$ cat config.mk
export PLATFORM = sky130hd
export DESIGN_NAME = bdp_port
export DESIGN_NICKNAME = d
export VERILOG_FILES = /design/src/verilog/bdp_fifo.v /design/src/verilog/bdp_port.v
export VERILOG_INCLUDE_DIRS = /design/src /design/src/verilog
export SDC_FILE = /design/constraint.sdc
export NUM_CORES = 1
export LEC_CHECK = 0
export ABC_AREA = 0
export BUFFER_PORTS_ARGS = -buffer_cell sky130_fd_sc_hd__buf_2
export CORE_ASPECT_RATIO = 0.8
export CORE_MARGIN = 4
export CORE_UTILIZATION = 62
export CTS_CLUSTER_DIAMETER = 50
export DETAILED_ROUTE_END_ITERATION = 7
export HOLD_SLACK_MARGIN = 0.03
export PLACE_DENSITY = 0.84
export REMOVE_ABC_BUFFERS = 1
export SYNTH_ARGS = -nofsm -noshare
export SYNTH_HDL_FRONTEND = slang
export SYNTH_SLANG_ARGS = --single-unit
export TNS_END_PERCENT = 1
$ cat constraint.sdc
create_clock -name core_clk -period 3.49 [get_ports core_clk]
set_clock_uncertainty 0.2 [all_clocks]
set_input_delay 0.349 -clock core_clk [delete_from_list [all_inputs] [get_ports core_clk]]
set_output_delay 0.349 -clock core_clk [all_outputs]
set_load 0.05 [all_outputs]
$ cat src/verilog/bdp_map.vh
`ifndef BDP_MAP_VH
`define BDP_MAP_VH

// Widths of the host-side buses and of a FIFO word.
`define BDP_DATA_W      8
`define BDP_FMT_W       3
`define BDP_WORD_W      11

// Depth of each byte FIFO and its address width.
`define BDP_FIFO_DEPTH  32
`define BDP_FIFO_AW     5

// Format codes carried on the format bus.
`define BDP_FMT_START   3'h5
`define BDP_FMT_CELL    3'h1
`define BDP_FMT_IDLE    3'h4

// Field positions of a FIFO word: format above data.
`define BDP_WORD_FMT_HI 10
`define BDP_WORD_FMT_LO 8
`define BDP_WORD_DAT_HI 7
`define BDP_WORD_DAT_LO 0

// Bit of the format bus that marks the start of a cell in async mode.
`define BDP_FMT_START_BIT 2

// Half-rate clock divider: core clock cycles per half period.
`define BDP_HALF_DIV    4'h2
`define BDP_DIV_W       4

`endif

$ cat src/verilog/bdp_fifo.v
`timescale 1ns/1ns
// Flop-based FIFO with valid and ready on both sides.
module bdp_fifo #(
  parameter WIDTH = 11,
  parameter DEPTH = 32,
  parameter AW    = 5
) (
  // Clock and reset.
  input  wire             core_clk,
  input  wire             srst,
  // Filling side.
  input  wire             in_valid,
  output wire             in_ready,
  input  wire [WIDTH-1:0] in_data,
  // Draining side.
  output wire             out_valid,
  input  wire             out_ready,
  output wire [WIDTH-1:0] out_data
);

  reg  [WIDTH-1:0] mem_r [0:DEPTH-1];
  reg  [AW:0]      wr_ptr_r;
  reg  [AW:0]      rd_ptr_r;
  wire             full;
  wire             empty;
  wire             do_push;
  wire             do_pop;

  // Full when the pointers differ only in the wrap bit.
  assign full      = (wr_ptr_r[AW] != rd_ptr_r[AW]) &&
                     (wr_ptr_r[AW-1:0] == rd_ptr_r[AW-1:0]);
  assign empty     = (wr_ptr_r == rd_ptr_r);
  assign in_ready  = !full;
  assign out_valid = !empty;
  assign out_data  = mem_r[rd_ptr_r[AW-1:0]];
  assign do_push   = in_valid && !full;
  assign do_pop    = out_ready && !empty;

  // Storage is written only on an accepted push.
  always @(posedge core_clk) begin
    if (do_push) begin
      mem_r[wr_ptr_r[AW-1:0]] <= in_data;
    end
  end

  // Pointer update.
  always @(posedge core_clk) begin
    if (srst) begin
      wr_ptr_r <= {(AW+1){1'b0}};
      rd_ptr_r <= {(AW+1){1'b0}};
    end else begin
      if (do_push) begin
        wr_ptr_r <= wr_ptr_r + 1'b1;
      end
      if (do_pop) begin
        rd_ptr_r <= rd_ptr_r + 1'b1;
      end
    end
  end

endmodule

$ cat src/verilog/bdp_port.v
`timescale 1ns/1ns
`include "bdp_map.vh"

module bdp_port (
  // Clock and reset.
  input  wire       core_clk,
  input  wire       srst,
  // Mode strap: high selects the bidirectional mode.
  input  wire       mode_bidir,
  // Port clocks from the host side, and the divided clock offered back to it.
  input  wire       bulk_in_port_clock,
  input  wire       bulk_out_port_clock,
  output wire       half_rate_clock_out,
  // Shared data bus, split into input, output and enable.
  input  wire [7:0] bulk_data_bus_in,
  output wire [7:0] bulk_data_bus_out,
  output wire       bulk_data_bus_oe,
  // Format bus, split into input, output and enable.
  input  wire [2:0] bulk_format_bus_in,
  output wire [2:0] bulk_format_bus_out,
  output wire       bulk_format_bus_oe,
  // Async-mode read port.
  output wire [7:0] bulk_out_bus,
  output wire [2:0] bulk_out_format,
  // Transfer control from the host.
  input  wire       bulk_transfer_enable,
  input  wire       bulk_rw_select,
  // Status flags to the host.
  output wire       bulk_in_full_flag,
  output wire       bulk_out_available_flag,
  output wire       bulk_write_dropped,
  // Link side: bytes arriving for the host to read.
  input  wire       rx_valid,
  output wire       rx_ready,
  input  wire [7:0] rx_data,
  input  wire [2:0] rx_format,
  // Link side: bytes written by the host.
  output wire       tx_valid,
  input  wire       tx_ready,
  output wire [7:0] tx_data,
  output wire [2:0] tx_format
);

  ////////////////////////////////////////////////////////////////////////////
  // Input synchronisers.

  localparam SYNC_W = 16;

  wire [SYNC_W-1:0] sync_in;
  reg  [SYNC_W-1:0] sync1_r;
  reg  [SYNC_W-1:0] sync2_r;

  // All pins from the host are sampled through two flops.
  assign sync_in = {mode_bidir, bulk_in_port_clock, bulk_out_port_clock,
                    bulk_data_bus_in, bulk_format_bus_in,
                    bulk_transfer_enable, bulk_rw_select};

  // Both stages reset to zero; the bus sees no edge until released.
  always @(posedge core_clk) begin
    if (srst) begin
      sync1_r <= {SYNC_W{1'b0}};
      sync2_r <= {SYNC_W{1'b0}};
    end else begin
      sync1_r <= sync_in;
      sync2_r <= sync1_r;
    end
  end

  wire       bidir_s;
  wire       in_clk_s;
  wire       out_clk_s;
  wire [7:0] data_s;
  wire [2:0] fmt_s;
  wire       en_s;
  wire       sel_s;

  assign bidir_s   = sync2_r[15];
  assign in_clk_s  = sync2_r[14];
  assign out_clk_s = sync2_r[13];
  assign data_s    = sync2_r[12:5];
  assign fmt_s     = sync2_r[4:2];
  assign en_s      = sync2_r[1];
  assign sel_s     = sync2_r[0];

  ////////////////////////////////////////////////////////////////////////////
  // Port clock edge detection.

  reg in_clk_d_r;
  reg out_clk_d_r;

  // Previous synchronised levels of the two port clocks.
  always @(posedge core_clk) begin
    if (srst) begin
      in_clk_d_r  <= 1'b0;
      out_clk_d_r <= 1'b0;
    end else begin
      in_clk_d_r  <= in_clk_s;
      out_clk_d_r <= out_clk_s;
    end
  end

  wire in_rise;
  wire out_rise;
  wire rd_rise;

  // Bidir mode runs both directions on the input port clock.
  assign in_rise  = in_clk_s && !in_clk_d_r;
  assign out_rise = out_clk_s && !out_clk_d_r;
  assign rd_rise  = bidir_s ? in_rise : out_rise;

  ////////////////////////////////////////////////////////////////////////////
  // Half-rate clock output.

  reg [`BDP_DIV_W-1:0] div_cnt_r;
  reg                  half_clk_r;

  // Divides the core clock to offer the host a port clock.
  always @(posedge core_clk) begin
    if (srst) begin
      div_cnt_r  <= {`BDP_DIV_W{1'b0}};
      half_clk_r <= 1'b0;
    end else if (div_cnt_r == `BDP_HALF_DIV - 1'b1) begin
      div_cnt_r  <= {`BDP_DIV_W{1'b0}};
      half_clk_r <= !half_clk_r;
    end else begin
      div_cnt_r  <= div_cnt_r + 1'b1;
    end
  end

  assign half_rate_clock_out = half_clk_r;

  ////////////////////////////////////////////////////////////////////////////
  // FIFOs.

  wire                   wfifo_ready;
  wire                   wfifo_push;
  wire [`BDP_WORD_W-1:0] wfifo_word;
  wire                   rfifo_valid;
  wire                   rfifo_pop;
  wire [`BDP_WORD_W-1:0] rfifo_word;

  // Host writes travel to the link through this FIFO.
  bdp_fifo #(
    .WIDTH (`BDP_WORD_W),
    .DEPTH (`BDP_FIFO_DEPTH),
    .AW    (`BDP_FIFO_AW)
  ) u_wfifo (
    .core_clk  (core_clk),
    .srst      (srst),
    .in_valid  (wfifo_push),
    .in_ready  (wfifo_ready),
    .in_data   (wfifo_word),
    .out_valid (tx_valid),
    .out_ready (tx_ready),
    .out_data  ({tx_format, tx_data})
  );

  // Link bytes wait here until the host reads them.
  bdp_fifo #(
    .WIDTH (`BDP_WORD_W),
    .DEPTH (`BDP_FIFO_DEPTH),
    .AW    (`BDP_FIFO_AW)
  ) u_rfifo (
    .core_clk  (core_clk),
    .srst      (srst),
    .in_valid  (rx_valid),
    .in_ready  (rx_ready),
    .in_data   ({rx_format, rx_data}),
    .out_valid (rfifo_valid),
    .out_ready (rfifo_pop),
    .out_data  (rfifo_word)
  );

  ////////////////////////////////////////////////////////////////////////////
  // Request decode at the port clock edge.

  reg en_q_r;
  reg sel_q_r;

  // Levels of enable and select seen at the previous port edge.
  always @(posedge core_clk) begin
    if (srst) begin
      en_q_r  <= 1'b0;
      sel_q_r <= 1'b0;
    end else begin
      if (in_rise) begin
        en_q_r <= en_s;
      end
      if (rd_rise) begin
        sel_q_r <= sel_s;
      end
    end
  end

  wire       wr_req;
  wire       rd_req;
  wire [2:0] wr_fmt;

  // Async mode takes one byte per inactive-to-active request;
  // bidir mode takes a byte on every edge while enabled with select low.
  assign wr_req = in_rise && en_s && (bidir_s ? !sel_s : !en_q_r);
  assign rd_req = rd_rise && (bidir_s ? (en_s && sel_s)
                                      : (sel_s && !sel_q_r));

  // Async mode carries DV only: one bit tells start from cell.
  assign wr_fmt = bidir_s ? fmt_s :
                  (fmt_s[`BDP_FMT_START_BIT] ? `BDP_FMT_START
                                             : `BDP_FMT_CELL);

  // Writes are refused while the write FIFO is full.
  assign wfifo_push = wr_req && wfifo_ready;
  assign wfifo_word = {wr_fmt, data_s};
  assign rfifo_pop  = rd_req && rfifo_valid;

  ////////////////////////////////////////////////////////////////////////////
  // Read data registers.

  reg [7:0] bus_data_r;
  reg [2:0] bus_fmt_r;
  reg       bus_oe_r;
  reg [7:0] out_data_r;
  reg [2:0] out_fmt_r;

  // Bidir reads load the shared bus; an empty FIFO shows idle.
  always @(posedge core_clk) begin
    if (srst) begin
      bus_data_r <= 8'h00;
      bus_fmt_r  <= `BDP_FMT_IDLE;
    end else if (rd_req && bidir_s) begin
      if (rfifo_valid) begin
        bus_data_r <= rfifo_word[`BDP_WORD_DAT_HI:`BDP_WORD_DAT_LO];
        bus_fmt_r  <= rfifo_word[`BDP_WORD_FMT_HI:`BDP_WORD_FMT_LO];
      end else begin
        bus_data_r <= 8'h00;
        bus_fmt_r  <= `BDP_FMT_IDLE;
      end
    end
  end

  // The shared bus is driven only while a read is enabled.
  always @(posedge core_clk) begin
    if (srst) begin
      bus_oe_r <= 1'b0;
    end else begin
      bus_oe_r <= bidir_s && en_s && sel_s;
    end
  end

  // Async reads update the read port well before the next edge.
  always @(posedge core_clk) begin
    if (srst) begin
      out_data_r <= 8'h00;
      out_fmt_r  <= `BDP_FMT_IDLE;
    end else if (rd_req && !bidir_s) begin
      if (rfifo_valid) begin
        out_data_r <= rfifo_word[`BDP_WORD_DAT_HI:`BDP_WORD_DAT_LO];
        out_fmt_r  <= rfifo_word[`BDP_WORD_FMT_HI:`BDP_WORD_FMT_LO];
      end else begin
        out_fmt_r  <= `BDP_FMT_IDLE;
      end
    end
  end

  ////////////////////////////////////////////////////////////////////////////
  // Status flags.

  reg full_r;
  reg avail_r;
  reg drop_r;

  // Flags follow the FIFO levels; a dropped write is remembered.
  always @(posedge core_clk) begin
    if (srst) begin
      full_r  <= 1'b0;
      avail_r <= 1'b0;
      drop_r  <= 1'b0;
    end else begin
      full_r  <= !wfifo_ready;
      avail_r <= rfifo_valid;
      if (wr_req && !wfifo_ready) begin
        drop_r <= 1'b1;
      end
    end
  end

  ////////////////////////////////////////////////////////////////////////////
  // Outputs.

  assign bulk_data_bus_out       = bus_data_r;
  assign bulk_data_bus_oe        = bus_oe_r;
  assign bulk_format_bus_out     = bus_fmt_r;
  assign bulk_format_bus_oe      = bus_oe_r;
  assign bulk_out_bus            = out_data_r;
  assign bulk_out_format         = out_fmt_r;
  assign bulk_in_full_flag       = full_r;
  assign bulk_out_available_flag = avail_r;
  assign bulk_write_dropped      = drop_r;

endmodule
==> flow_summary.json, run 1 <==
{
  "nets": 1908,
  "fmax_ghz": 0.283,
  "synth.distinct_cells": 50,
  "period_share_pct": 101,
  "timing.reg2reg.setup_slack_ps": 480,
  "tritoncts": "built",
  "fp.dieW_um": 258,
  "die_h_um": 208,
  "via_count": 17000,
  "hold_viol_final": 0,
  "required_time_worst_endpoint_ps": 2940,
  "drc_violation_count_after_routing": 0,
  "unrepaired_setup_endpoints_after_global_routing": "true",
  "floorplan.die_area_mm2": 0.0538,
  "holdPathStages": 4,
  "initial_util_pct": 62.7,
  "path_clk_slew_ps": 70,
  "ir_worst_vdd_v": 0.000389,
  "mostFrequentLayoutCell": "sky130_fd_sc_hd__edfxtp_1",
  "finalWorstSetupSlack_ps": -39.7,
  "violations_in_the_final_reports": "negative setup slack",
  "synth_area_leader_cell": "sky130_fd_sc_hd__edfxtp_1",
  "synth_top_area_share_pct": 68.0,
  "ys.warnings.count": 0,
  "area_after_dpl_mm2": 0.0326,
  "startpoint_type": "flip-flop",
  "place_hpwl_um": 41300,
  "run_status": "finished with violations",
  "worstSetupPathType": "reg2out",
  "design.core.area_mm2": 0.0496,
  "ys_ff_latch": 805,
  "crit_path_end_kind": "primary output",
  "rr_startpoint": "sync2_r[15]",
  "synth.cell_area_mm2": 0.0311,
  "timing_max_transition_violations_final": 0,
  "nFillCells": 2726,
  "synth-main-ff-cell": "sky130_fd_sc_hd__edfxtp_1",
  "placement_rows": 73,
  "final-seq-area_mm2": 0.0232,
  "post-layout-total-power_mw": 18.9,
  "numCtsBuffers": 73,
  "post_route_cells_drive_above_1_share_pct": 22.1,
  "synth.top_cells.by_area": "sky130_fd_sc_hd__edfxtp_1 68%, sky130_fd_sc_hd__mux4_2 6.8%, sky130_fd_sc_hd__dfxtp_1 6.5%",
  "total_area_of_multi_input_combinational_cells_mm2": 0.00738,
  "mean_syn_cell_area_um2": 18.6,
  "hold_path_end": "u_wfifo.rd_ptr_r[3]",
  "instance_count_of_the_mapped_netlist": 1674,
  "weighted_congestion_reported_at_the_end_of_routability_driven_placement": 0.846,
  "htreeDepth": 3,
  "first_global_vias": 17200,
  "numClockSinks": 805,
  "top_level_port_count": 72,
  "setup_viol": 3,
  "most-common-layout-cells": "704 x sky130_fd_sc_hd__edfxtp_1, 182 x sky130_fd_sc_hd__mux2i_1, 123 x sky130_fd_sc_hd__nor2_1",
  "first_iter_violations": 2257,
  "seq_area_frac_synth_pct": 74.5,
  "insertion_delay_ps": 620,
  "cap_viol_max_count": 0,
  "clock-root-buffer": "sky130_fd_sc_hd__clkbuf_16",
  "wirelength_um": 75500,
  "antenna_found_initial": 2,
  "drt_first_pass_iters": 5,
  "place.port_buffers": 71,
  "antenna_left": 0,
  "area_growth_pct": 14.3,
  "power_per_cell_area_mw_per_mm2": 533,
  "final.min_clock_period_ps": 3530,
  "max-slew-margin-rel_pct": 15.2,
  "worst-path-max-fanout": 11,
  "pin_count_of_the_biggest_net_entering_global_routing": 48,
  "global_route.overflow_total": 0,
  "via_per_inst": 6.53,
  "worst_hold_path_type": "in2reg",
  "grt_use_total_pct": 27.8,
  "worst_r2r_path_depth": 6,
  "postLayoutCellArea_mm2": 0.0355,
  "async_reset_ff_share_pct": 0,
  "power.leakage_nw": 11.4,
  "synth_edf_count": 704,
  "max_slew.worst_pin.slew_ps": 1270,
  "worstPathArrival_ps": 2980,
  "grt_first_pass_wirelength_um": 111000,
  "worst_r2r_endpoint": "u_wfifo.mem_r[10][1]",
  "cts_max_path_buffers": 3,
  "routed_wire_length_per_instance_um": 29.0,
  "hp-start": "tx_ready"
}
==> layer usage <==
layer  routed length [µm]  track usage (%)
met5                    0                0
met4                 2790             9.10
met2                39700             48.0
met1                26500             36.0
met3                 6510             5.33
==> worst max path at each step <==
stage,depth (start not counted),from,endpoint,slack (ps)
2_1_floorplan,5,flip-flop,bulk_out_format[0],-3520
3_3_place_gp,5,flip-flop,tx_data[2],490
3_5_place_dp,5,flip-flop,tx_data[1],410
4_1_cts,6,flip-flop,tx_data[1],-40
5_1_grt,6,flip-flop,tx_data[5],-100
6_report,6,flip-flop,tx_data[5],-40
==> flip-flops by register name, indices dropped and copies added (netlist names), 8 cells and up, named ones only <==
register	cells
bulk_data_bus_out	8
sync1_r	16
sync2_r	16
u_rfifo.mem_r	352
u_wfifo.mem_r	352
bulk_out_bus	8
==> stage by stage <==
stage	setup slack [ps]	instances	util (%)	TNS [ps]	hold slack (ps)
6_report	-39.7	2601	71.6	-85.9	69.4
5_1_grt	-96.4	2599	71.6	-359	74.0
4_1_cts	-37.6	2593	71.4	-144	38.4
3_5_place_dp	413	2430	65.7	0	226
3_3_place_gp	486	2430	65.7	0	218
2_1_floorplan	-3520	1585	-	-85770	214
==> cells in the mapped netlist (2+ instances only) <==
library cell / number
sky130_fd_sc_hd__or3_1: 7
sky130_fd_sc_hd__xnor2_1: 13
sky130_fd_sc_hd__a22oi_1: 74
sky130_fd_sc_hd__and3_1: 5
sky130_fd_sc_hd__a22o_1: 14
sky130_fd_sc_hd__edfxtp_1: 704
sky130_fd_sc_hd__o21ai_0: 5
sky130_fd_sc_hd__a221oi_1: 4
sky130_fd_sc_hd__and4_1: 2
sky130_fd_sc_hd__clkbuf_8: 2
sky130_fd_sc_hd__buf_6: 2
sky130_fd_sc_hd__inv_1: 8
sky130_fd_sc_hd__ha_1: 12
sky130_fd_sc_hd__mux2i_1: 182
sky130_fd_sc_hd__mux4_1: 20
sky130_fd_sc_hd__buf_12: 2
sky130_fd_sc_hd__nand2_1: 22
sky130_fd_sc_hd__nand3b_1: 6
sky130_fd_sc_hd__buf_2: 27
sky130_fd_sc_hd__and2_1: 5
sky130_fd_sc_hd__dfxtp_1: 101
sky130_fd_sc_hd__buf_4: 14
sky130_fd_sc_hd__nor3_1: 11
sky130_fd_sc_hd__o21ai_1: 3
sky130_fd_sc_hd__nand4_1: 11
sky130_fd_sc_hd__mux2_2: 11
sky130_fd_sc_hd__a211oi_1: 2
sky130_fd_sc_hd__a2111oi_0: 2
sky130_fd_sc_hd__dlygate4sd1_1: 2
sky130_fd_sc_hd__xor2_1: 18
sky130_fd_sc_hd__nor2_1: 124
sky130_fd_sc_hd__nand2b_1: 7
sky130_fd_sc_hd__mux4_2: 94
sky130_fd_sc_hd__a31oi_1: 3
sky130_fd_sc_hd__or3b_2: 4
sky130_fd_sc_hd__nor2b_1: 43
sky130_fd_sc_hd__buf_1: 6
sky130_fd_sc_hd__nand3_1: 43
sky130_fd_sc_hd__a21oi_1: 17
sky130_fd_sc_hd__clkbuf_1: 32
==> cells by family (layout without fill, tap and decap cells) <==
logic type / after synthesis / in the layout / share of synthesized area (%)
other cells: 0 / 2 / 0
compound gates: 129 / 129 / 3.02
flops: 805 / 805 / 74.5
buf+inv: 97 / 347 / 1.75
fa+ha+maj: 12 / 12 / 0.483
xor+xnor: 31 / 31 / 0.874
mux: 307 / 307 / 14.8
simple gates: 293 / 293 / 4.59
==> worst max-delay path, cell delays in order (launching register included) <==
cell	delay (ps)
sky130_fd_sc_hd__dfxtp_4	410
sky130_fd_sc_hd__buf_12	150
sky130_fd_sc_hd__buf_16	160
sky130_fd_sc_hd__mux4_1	600
sky130_fd_sc_hd__mux4_2	520
sky130_fd_sc_hd__mux2_2	300
sky130_fd_sc_hd__buf_2	210
==> power by group <==
group / total, mW / internal [mW] / switching (mW)
sequential: 10.6 / 10.5 / 0.0656
combinational: 0.404 / 0.142 / 0.262
clock: 7.97 / 4.44 / 3.53
total: 18.9 / 15.1 / 3.86
==> area by class of cell <==
cell class | count | area share (%)
flip-flops and latches | 805 | 65.2
clock buffers | 96 | 5.80
multi-input cells | 772 | 20.8
well taps | 675 | 2.38
inverters | 8 | 0.0845
repair buffers | 205 | 4.84
diodes | 2 | 0.0141
clock inverters | 38 | 0.877
==> repair_timing <==
item / in CTS / in global routing
resized for setup: 31 / 12
setup buffers: 6 / 3
hold endpoints to repair: 71 / 0
setup endpoints to repair: 11 / 11
cloned: 3 / 3
hold buffers: 20 / 0
Note: power is estimated with default switching activity, not from simulation.
==> run 2, diff against run 1 <==
PLACE_DENSITY = not set   (was 0.84)
PLACE_DENSITY_LB_ADDON = 0.25   (was not set)
==> run 2 against run 1 <==
Net effect:
- the flow still finishes with violations (negative setup slack)
- largest power group unchanged
- cell area barely moved
- register-to-register slack improved by 160 ps
- critical path type unchanged
- die area did not move
- sequential share of layout area barely moved
- via count fell by 3.7%
- first-iteration DRC count fell by 13%
- final cell count fell by 0.19%
- sequential power barely moved
- routed wire length fell by 7.0%
==> flow_summary.json, run 2 (same netlist as run 1, synthesis figures left out) <==
{
  "run_status": "finished with violations",
  "violations_in_the_final_reports": "negative setup slack",
  "pin_count_of_the_biggest_net_entering_global_routing": 89,
  "max-slew-margin-rel_pct": 18.2,
  "weighted_congestion_reported_at_the_end_of_routability_driven_placement": 0.917,
  "mostFrequentLayoutCell": "sky130_fd_sc_hd__edfxtp_1",
  "crit_path_end_kind": "primary output",
  "power.leakage_nw": 11.4,
  "fmax_ghz": 0.283,
  "most-common-layout-cells": "704 x sky130_fd_sc_hd__edfxtp_1, 182 x sky130_fd_sc_hd__mux2i_1, 123 x sky130_fd_sc_hd__nor2_1",
  "insertion_delay_ps": 620,
  "max_slew.worst_pin.slew_ps": 1230,
  "unrepaired_setup_endpoints_after_global_routing": "true",
  "via_per_inst": 6.30,
  "post-place-cells": 2427,
  "first_global_vias": 16100,
  "p_seq_share_pct": 55.1,
  "antenna_left": 0,
  "routed_wire_length_per_instance_um": 27.0,
  "htreeDepth": 3,
  "power.switching_fraction_pct": 19.9,
  "num_antenna_cells": 0,
  "ir_worst_vdd_v": 0.000351,
  "design.core.area_mm2": 0.0496,
  "fp.dieW_um": 258,
  "power_per_cell_area_mw_per_mm2": 539,
  "grt_first_pass_wirelength_um": 104000,
  "numClockSinks": 805,
  "via_count": 16400,
  "worst-path-max-fanout": 8,
  "dpl_worst_slack_ps": 430,
  "grt_use_total_pct": 26.4,
  "global_route.overflow_total": 0,
  "clock-root-buffer": "sky130_fd_sc_hd__clkbuf_16",
  "nets": 1901,
  "crit_top_cell": "sky130_fd_sc_hd__mux4_2",
  "layoutNonFillerInstCount": 2596,
  "crit_chain": "buf_12 > buf_16 > mux4_2 > mux4_2 > mux2_4 > buf_6",
  "post-layout-total-power_mw": 19.2,
  "drc_violation_count_after_routing": 0,
  "clockPowerShare_pct": 42.7,
  "final_core_util_pct": 71.6,
  "required_time_worst_endpoint_ps": 2940,
  "cell_internal_pwr_mw": 15.3,
  "wirelength_um": 70200,
  "cap_viol_max_count": 0,
  "die_h_um": 208,
  "placement_rows": 73,
  "initial_util_pct": 62.7,
  "slowest_stage": "sky130_fd_sc_hd__mux4_2",
  "worst_hold_path_type": "in2reg",
  "first_iter_violations": 1957,
  "finalWorstSetupSlack_ps": -38.6,
  "drt_first_pass_iters": 5,
  "crit_path_max_incr_delay_ps": 560,
  "combPwrFrac_pct": 2.2,
  "cts_max_path_buffers": 3,
  "place.port_buffers": 71,
  "hold_viol_final": 0,
  "area_growth_pct": 14.3,
  "antenna_found_initial": 0,
  "path_clk_slew_ps": 60,
  "nFillCells": 3004,
  "tritoncts": "built",
  "post_route_cells_drive_above_1_share_pct": 21.8,
  "period_share_pct": 101,
  "floorplan.die_area_mm2": 0.0538,
  "startpoint_type": "flip-flop",
  "final.min_clock_period_ps": 3530,
  "p_sw_mw": 3.82,
  "timing_max_transition_violations_final": 0,
  "numCtsBuffers": 76,
  "setup_viol": 5,
  "top_level_port_count": 72,
  "worstPathArrival_ps": 2980,
  "worstSetupPathType": "reg2out",
  "place_hpwl_um": 41800
}
-- run 2: final cells by class --
class	instances	area, µm²	area share, %
Multi-Input combinational cell	772	7380	20.8
Inverter	8	30.0	0.0845
Timing Repair Buffer	195	1610	4.54
Tap cell	675	845	2.38
Clock buffer	94	2040	5.75
Sequential cell	805	23200	65.2
Clock inverter	47	443	1.25
-- run 2: per-layer routing --
metal	part of all wire [%]	track usage (%)	vias up	routed length, µm
met5	0	0	-	0
met4	2.3	6.75	0	1590
met3	11	7.63	114	7590
met2	44	37.2	848	30800
met1	43	41.4	8371	30200
li1	-	-	7018	-
-- run 2: path summary, 6_finish.rpt --
| path | startpoint | endpoint | slack, ps | cells past startpoint |
|---|---|---|---|---|
| max | flip-flop | tx_data[6] | -40 | 6 |
| min reg2reg | sync1_r[11] | sync2_r[11] | 240 | 1 |
| min | rx_format[0] | u_rfifo.mem_r[7][8] | 80 | 1 |
| max reg2reg | flip-flop | bulk_out_bus[1] | 640 | 7 |
-- run 2: power groups by stage --
stage	logic [mW]	clock network (mW)	registers, mW
after detailed placement	0.377	0	10.8
after floorplan	0.156	0	10.8
after global routing	0.451	8.77	10.6
after global placement	0.366	0	10.8
after CTS	0.411	8.31	10.6
final	0.419	8.19	10.6
-- run 2: worst max-delay path, delay by kind of cell, from the launching register on --
kind     cells  cell delay, ps
buf+inv      3             480
mux          3            1420
flops        1             450
-- run 2: what timing repair did --
action	CTS	global route
resized for setup	41	3
setup buffers	5	1
gates cloned	2	1
endpoints found under the setup margin	11	11
endpoints found under the hold margin	38	0
hold buffers	19	0
-- run 2: through the flow --
stage / hold WS (ps) / setup TNS [ps] / area (µm²)
floorplan: 214 / -85770 / 30600
global placement: 219 / 0 / 32600
detailed placement: 221 / 0 / 32600
CTS: 36.6 / -208 / 35500
global route: 70.0 / -632 / 35500
finish: 76.3 / -71.6 / 35500
